[config.mk]
export PLATFORM = sky130hd
export DESIGN_NAME = fdm_top
export DESIGN_NICKNAME = d
export VERILOG_FILES = /design/src/hdl/fdm_output_sel.v /design/src/hdl/fdm_top.v
export VERILOG_INCLUDE_DIRS = /design/src /design/src/inc
export SDC_FILE = /design/constraint.sdc
export NUM_CORES = 1
export LEC_CHECK = 0
export BUFFER_PORTS_ARGS = -buffer_cell sky130_fd_sc_hd__buf_2
export CORE_UTILIZATION = 60
export DETAILED_ROUTE_END_ITERATION = 16
export PLACE_DENSITY = 0.94
export REMOVE_ABC_BUFFERS = 1
export SLEW_MARGIN = 20
export SYNTH_ARGS = -nofsm -noshare
export SYNTH_HDL_FRONTEND = slang
export SYNTH_SLANG_ARGS = --single-unit
[constraint.sdc]
create_clock -name clk -period 4.2 [get_ports clk]
set_input_delay 0.84 -clock clk [delete_from_list [all_inputs] [get_ports clk]]
set_output_delay 0.84 -clock clk [all_outputs]
set_load 0.01 [all_outputs]
[src/inc/fdm_consts.vh]
// Constants for the fan drive source mux
`ifndef FDM_CONSTS_VH
`define FDM_CONSTS_VH

`define FDM_ADDR_DUTY1     8'h30
`define FDM_ADDR_DUTY2     8'h31
`define FDM_ADDR_DUTY3     8'h32
`define FDM_ADDR_CFG1      8'h5c
`define FDM_ADDR_CFG2      8'h5d
`define FDM_ADDR_CFG3      8'h5e

`define FDM_BHV_HI         7
`define FDM_BHV_LO         5

`define FDM_BHV_REMOTE1    3'h0
`define FDM_BHV_LOCAL      3'h1
`define FDM_BHV_REMOTE2    3'h2
`define FDM_BHV_FULL       3'h3
`define FDM_BHV_OFF        3'h4
`define FDM_BHV_FAST_LR2   3'h5
`define FDM_BHV_FAST_ALL   3'h6
`define FDM_BHV_MANUAL     3'h7

`define FDM_CFG_RESET      8'h82
`define FDM_DUTY_RESET     8'hff
`define FDM_DUTY_FULL      8'hff
`define FDM_DUTY_ZERO      8'h00

`endif
[src/hdl/fdm_output_sel.v]
// One fan drive output: behaviour mux and present duty register
`timescale 1ns/100ps
`include "fdm_consts.vh"
module fdm_output_sel #(
    parameter W = 8
) (
    input  wire         clk,
    input  wire         rstn,
    input  wire [2:0]   behaviour_select,
    input  wire [W-1:0] duty_remote1,
    input  wire [W-1:0] duty_local,
    input  wire [W-1:0] duty_remote2,
    input  wire         update,
    input  wire         host_wr,
    input  wire [W-1:0] host_data,
    input  wire         overtemp,
    input  wire         overtemp_to_full,
    input  wire [W-1:0] duty_max,
    output reg  [W-1:0] duty
);
    reg [W-1:0] fast_lr2;
    reg [W-1:0] fast_all;
    reg [W-1:0] next_duty;

    always @* begin
        fast_lr2 = (duty_local > duty_remote2) ? duty_local : duty_remote2; // RULE_16
        fast_all = (duty_remote1 > fast_lr2) ? duty_remote1 : fast_lr2; // RULE_16
        next_duty = duty;
        case (behaviour_select)
            `FDM_BHV_REMOTE1:  if (update) next_duty = duty_remote1; // RULE_02
            `FDM_BHV_LOCAL:    if (update) next_duty = duty_local; // RULE_03
            `FDM_BHV_REMOTE2:  if (update) next_duty = duty_remote2; // RULE_04
            `FDM_BHV_FAST_LR2: if (update) next_duty = fast_lr2; // RULE_05
            `FDM_BHV_FAST_ALL: if (update) next_duty = fast_all; // RULE_06
            `FDM_BHV_FULL:     next_duty = `FDM_DUTY_FULL; // RULE_07
            `FDM_BHV_OFF:      next_duty = `FDM_DUTY_ZERO; // RULE_08
            `FDM_BHV_MANUAL: begin
                if (host_wr)
                    next_duty = host_data; // RULE_09
                if (overtemp)
                    next_duty = overtemp_to_full ? `FDM_DUTY_FULL
                                                 : duty_max; // RULE_10
            end
            default:           next_duty = duty;
        endcase
    end

    always @(posedge clk or negedge rstn) begin
        if (!rstn)
            duty <= `FDM_DUTY_RESET; // RULE_14
        else
            duty <= next_duty;
    end
endmodule

[src/hdl/fdm_top.v]
// Fan drive source mux: three outputs with register port
// Behaviour
// RULE_01: each output has its own 3-bit behaviour select in config bits 7:5.
// RULE_02: select 000 drives the output from the remote 1 channel duty.
// RULE_03: select 001 drives the output from the local channel duty.
// RULE_04: select 010 drives the output from the remote 2 channel duty.
// RULE_05: select 101 uses the faster of local and remote 2 duties.
// RULE_06: select 110 uses the fastest of all three channel duties.
// RULE_07: select 011 runs the output at full duty.
// RULE_08: select 100 disables the output; this is the reset value.
// RULE_09: select 111 lets host writes to present duty drive the output.
// RULE_10: manual mode over-temperature forces maximum duty or 100 percent.
// RULE_11: automatic control follows temperatures continuously without the host; the code loads a new duty only while duty_update is high.
// RULE_12: each temperature channel computes its duty independently, shareable.
// RULE_13: host reads data then writes the wanted manual duty.
// RULE_14: present duty registers are 8 bits and reset to full duty.
// RULE_15: present duty reads return the applied duty in every mode.
// RULE_16: fastest modes take the maximum of the selected channel duties.
`timescale 1ns/100ps
`include "fdm_consts.vh"
module fdm_top #(
    parameter W = 8
) (
    input  wire           clk,
    input  wire           rstn,
    input  wire           reg_wr,
    input  wire           reg_rd,
    input  wire [7:0]     reg_addr,
    input  wire [7:0]     reg_wdata,
    output reg  [7:0]     reg_rdata,
    input  wire [W-1:0]   chan_duty_remote1,
    input  wire [W-1:0]   chan_duty_local,
    input  wire [W-1:0]   chan_duty_remote2,
    input  wire           duty_update,
    input  wire           overtemp_signal,
    input  wire [2:0]     overtemp_to_full,
    input  wire [3*W-1:0] duty_max,
    output wire [W-1:0]   fan_drive_1_duty,
    output wire [W-1:0]   fan_drive_2_duty,
    output wire [W-1:0]   fan_drive_3_duty,
    output wire [2:0]     fan_drive_enabled
);
    reg  [7:0]     cfg [0:2];
    wire [3*W-1:0] duty_all;
    reg            ot_meta;
    reg            ot_sync;
    integer        i;

    // Over-temperature pin synchroniser
    always @(posedge clk or negedge rstn) begin
        if (!rstn) begin
            ot_meta <= 1'b0;
            ot_sync <= 1'b0;
        end else begin
            ot_meta <= overtemp_signal;
            ot_sync <= ot_meta;
        end
    end

    always @(posedge clk or negedge rstn) begin
        if (!rstn) begin
            for (i = 0; i < 3; i = i + 1)
                cfg[i] <= `FDM_CFG_RESET; // RULE_08
        end else if (reg_wr) begin
            if (reg_addr == `FDM_ADDR_CFG1)
                cfg[0] <= reg_wdata; // RULE_01
            if (reg_addr == `FDM_ADDR_CFG2)
                cfg[1] <= reg_wdata; // RULE_01
            if (reg_addr == `FDM_ADDR_CFG3)
                cfg[2] <= reg_wdata; // RULE_01
        end
    end

    genvar g;
    generate
        for (g = 0; g < 3; g = g + 1) begin : gen_out
            // Present duty address of this output, kept 8 bits wide
            wire [7:0] duty_addr = (g == 0) ? `FDM_ADDR_DUTY1 :
                                   (g == 1) ? `FDM_ADDR_DUTY2 :
                                              `FDM_ADDR_DUTY3;
            wire wr_duty = reg_wr && (reg_addr == duty_addr);
            wire manual = (cfg[g][`FDM_BHV_HI:`FDM_BHV_LO]
                           == `FDM_BHV_MANUAL);
            // Channel duties shared by all outputs
            fdm_output_sel #(.W(W)) u_sel ( // RULE_12
                .clk              (clk),
                .rstn             (rstn),
                .behaviour_select (cfg[g][`FDM_BHV_HI:`FDM_BHV_LO]),
                .duty_remote1     (chan_duty_remote1),
                .duty_local       (chan_duty_local),
                .duty_remote2     (chan_duty_remote2),
                .update           (duty_update), // RULE_11
                .host_wr          (wr_duty && manual), // RULE_09
                .host_data        (reg_wdata[W-1:0]),
                .overtemp         (ot_sync),
                .overtemp_to_full (overtemp_to_full[g]),
                .duty_max         (duty_max[g*W +: W]),
                .duty             (duty_all[g*W +: W])
            );
            assign fan_drive_enabled[g] =
                (cfg[g][`FDM_BHV_HI:`FDM_BHV_LO] != `FDM_BHV_OFF);
        end
    endgenerate

    assign fan_drive_1_duty = duty_all[0 +: W];
    assign fan_drive_2_duty = duty_all[W +: W];
    assign fan_drive_3_duty = duty_all[2*W +: W];

    always @(posedge clk or negedge rstn) begin
        if (!rstn)
            reg_rdata <= 8'h00;
        else if (reg_rd) begin
            case (reg_addr)
                `FDM_ADDR_DUTY1: reg_rdata <= duty_all[0 +: W]; // RULE_15
                `FDM_ADDR_DUTY2: reg_rdata <= duty_all[W +: W]; // RULE_15
                `FDM_ADDR_DUTY3: reg_rdata <= duty_all[2*W +: W]; // RULE_15
                `FDM_ADDR_CFG1:  reg_rdata <= cfg[0];
                `FDM_ADDR_CFG2:  reg_rdata <= cfg[1];
                `FDM_ADDR_CFG3:  reg_rdata <= cfg[2];
                default:         reg_rdata <= 8'h00;
            endcase
        end
    end
endmodule

==> impl_results.md <==
* Status: completed
* Cell area after technology mapping at 4910 µm²
* Depth of the CTS H-tree at 3
* Post-CTS Hold Buffers at 0
* Number of DRC violations after detailed-routing iteration 0 at 798
* Largest cells by area after synthesis: sky130_fd_sc_hd__dfstp_2, sky130_fd_sc_hd__dfrtp_1, sky130_fd_sc_hd__a221oi_1
* Number of gates resized after CTS at 0
* Routed wire length at 17.7 mm
* WS Path Type: in2reg
* Layout Skew at 13.2 ps
* Clock root buffer master: sky130_fd_sc_hd__clkbuf_8
* Fraction of layout cells with a size suffix above 1 at 0.311
* Footprint of the flip-flops and latches at 1490 µm²
* Ports at 108
* Number of unique standard cell types used by synthesis at 52
* Shortest clock period the worst path allows after layout at 3980 ps
* Vias/cell at 7.22
* CTS clock-pin slew for the worst setup and hold paths at 70 ps
* Simple logic cell fraction of the synthesized area at 0.172
* Number of failing setup endpoints in the final timing report at 0
* Remaining Overflow, GRT at 0
* Power density over the cells at 309 nW/µm²
* Max Clock Freq at 0.252 GHz
* Worst slack at placement at 46.2 ps
* Filler cell count in the final layout at 644
* Global-route usage over all layers at 0.423
* Post-route ant nets at 0
* Gate count of the mapped netlist at 590
* Data required, critical path at 4430 ps
* Sequential cell area fraction in the yosys report at 0.303
* TritonCTS clock tree: yes
* Max Fanout on Critical Path at 18
* Total power after layout at 1.73 mW
* Fin. Hold Viols at 0
* Highest-count cells in the layout ignoring fill and taps: sky130_fd_sc_hd__buf_2, sky130_fd_sc_hd__nor2_1, sky130_fd_sc_hd__a21oi_1, sky130_fd_sc_hd__nand2_1, sky130_fd_sc_hd__a221oi_1
* Setup repair bufs after CTS at 0
* VDD IR max at 0.183 mV
* RSZ-0062 raised after global routing: no
* # placed instances at 767
* DIE WIDTH at 92.4 µm
* Seq cells post-synth at 58
* Type of element capturing the critical path: flip-flop
* Dominant cell type by area after synthesis: sky130_fd_sc_hd__dfstp_2
* Lkg Pwr at 2.29 nW
* Final worst-path cycle share at 0.947
* Worst Tran Pin Value at 902 ps
* Normalized max-slew margin at 0.399
* Number of antenna violations at the first check in global routing at 0
* Count of unresolved DRC violations after routing at 0
* Number of max-slew violations in the final report at 0
* Area fraction in compound gates after synthesis at 0.354
* # Max-Cap Violations at 0
* Number of nets in the layout at 765
* Fraction of synthesized area in multiplexers at 0.0591
* Number of warning messages in the yosys log at 0
* Largest family of logic cells by synthesized area: compound AO/OA/AOI/OAI gates
* Global placement routability congestion at 1.00
* Cell Count, Final, Fillers Out at 783
* Number of diodes added for antenna fixing at 0
* Post-synth ARST share at 1.00
* Footprint of the multi-input gates at 3070 µm²
* Clock insertion delay at the later pin of the skew report at 340 ps
* Worst Setup Slack, final at 224 ps
* Worst setup SP type: input pin
* Starting density of the core at 0.629
* Std-Cell Core Area at 7810 µm²
* Vias in the first global route at 5169
* Detailed-routing iteration count for the pre-antenna-repair pass at 6
* Die H at 92.4 µm
* Xor/xnor share of the synthesized area at 0
* Class of the worst hold path: reg2reg
* Most common cell after layout, fill and taps aside: sky130_fd_sc_hd__buf_2
* Largest net degree at the start of global routing at 32
* Adder-cell share of the synthesized area at 0.0408
* Maximum clock insertion buffer count at 2
* Full die area at 8550 µm²
* Area overhead of the layout relative to synthesis at 14.2%
* Routed length per instance at 22.6 µm
* Synth top area share at 0.161
* Count of buffers from port buffering at 107
* Worst-case hold slack at 355 ps
* Post-synth EDFFs at 0
* Worst endpoint data arrival time at 4200 ps
* Clock Sinks at 58
* Row Count at 32
* Post-Syn Area per Cell at 8.32 µm²
* Post-detail-place hpwl at 12.8 mm
* Vias after detailed routing at 5650
* Number of CTS-inserted buffers at 9
* Total negative setup slack at 0 ps
* Global-route wire length before repair at 27.8 mm
* Top FF cell, synth: sky130_fd_sc_hd__dfstp_2
==> cells in the mapped netlist, drive strengths merged (3+ instances only) <==
library cell	n
nand3	7
nand2	63
nand4b	4
and3	3
dfrtp	28
nor2	81
nor2b	6
clkbuf	29
inv	17
o21ai	9
a31oi	3
dfstp	30
a41oi	7
o211ai	29
or3	3
o221ai	24
nand2b	5
ha	16
nand4	4
a22oi	21
buf	21
o22ai	24
a221oi	47
mux2	24
a21oi	67
==> flip-flops by register name, indices dropped and copies added, names as in the netlist <==
name / cells
cfg: 24
gen_out.u_sel.duty: 24
reg_rdata: 8
ot_meta: 1
ot_sync: 1
==> worst max-delay path, stage by stage <==
cell	delay, ps
sky130_fd_sc_hd__buf_2	170
sky130_fd_sc_hd__inv_1	100
sky130_fd_sc_hd__ha_1	290
sky130_fd_sc_hd__nor2b_1	130
sky130_fd_sc_hd__o211ai_1	170
sky130_fd_sc_hd__a211o_1	170
sky130_fd_sc_hd__and2_4	310
sky130_fd_sc_hd__mux2i_1	320
sky130_fd_sc_hd__ha_1	290
sky130_fd_sc_hd__and2_1	160
sky130_fd_sc_hd__o21ai_1	80
sky130_fd_sc_hd__a21boi_1	110
sky130_fd_sc_hd__o31ai_4	270
sky130_fd_sc_hd__buf_4	290
sky130_fd_sc_hd__o211ai_1	140
sky130_fd_sc_hd__a221oi_1	350
==> cell type report <==
cell class	instances	area share
timing repair buffer	127	0.122
multi-input combinational	463	0.547
tap	102	0.0228
sequential	58	0.266
inverter	17	0.0114
clock buffer	11	0.0252
clock inverter	5	0.00536
==> kinds of logic after synthesis <==
family                     count (synthesis)
buffers and inverters                     69
DFF                                       58
and+or+nand+nor                          182
AOI/OAI and AO/OA                        239
muxes                                     26
adders and majority gates                 16
==> worst paths after layout <==
check                                startpoint  cells past startpoint                       end  slack, ps
min in group asynchronous                  rstn                      1              reg_rdata[0]        510
min                                     ot_meta                      0                   ot_sync        360
min reg2reg                             ot_meta                      0                   ot_sync        360
max in group asynchronous                  rstn                      2                   cfg[23]       2800
max reg2reg                              cfg[7]                      6  gen_out[2].u_sel.duty[3]       1410
max                        chan_duty_remote2[1]                     16  gen_out[0].u_sel.duty[0]        220
==> stage by stage <==
| stage | instance area, µm² | util |
|---|---|---|
| global placement | 5440 | 0.696 |
| detailed placement | 5440 | 0.696 |
| finish | 5610 | 0.718 |
| global route | 5610 | 0.718 |
| floorplan | 4620 | - |
| CTS | 5610 | 0.718 |
==> layer usage <==
layer | vias to the layer above | share of wire | GRT usage | wire length [µm]
met1 | 2612 | 0.39 | 0.573 | 6890
met4 | 0 | 0.039 | 0.193 | 699
met3 | 66 | 0.13 | 0.0903 | 2320
li1 | 2459 | - | - | -
met5 | - | 0 | 0 | 0
met2 | 513 | 0.44 | 0.645 | 7810
==> power by group <==
part	switching [mW]	internal [mW]
logic	0.334	0.217
clock network	0.247	0.227
registers	0.0648	0.643
total	0.646	1.09
Note: power is estimated with default switching activity, not from simulation.
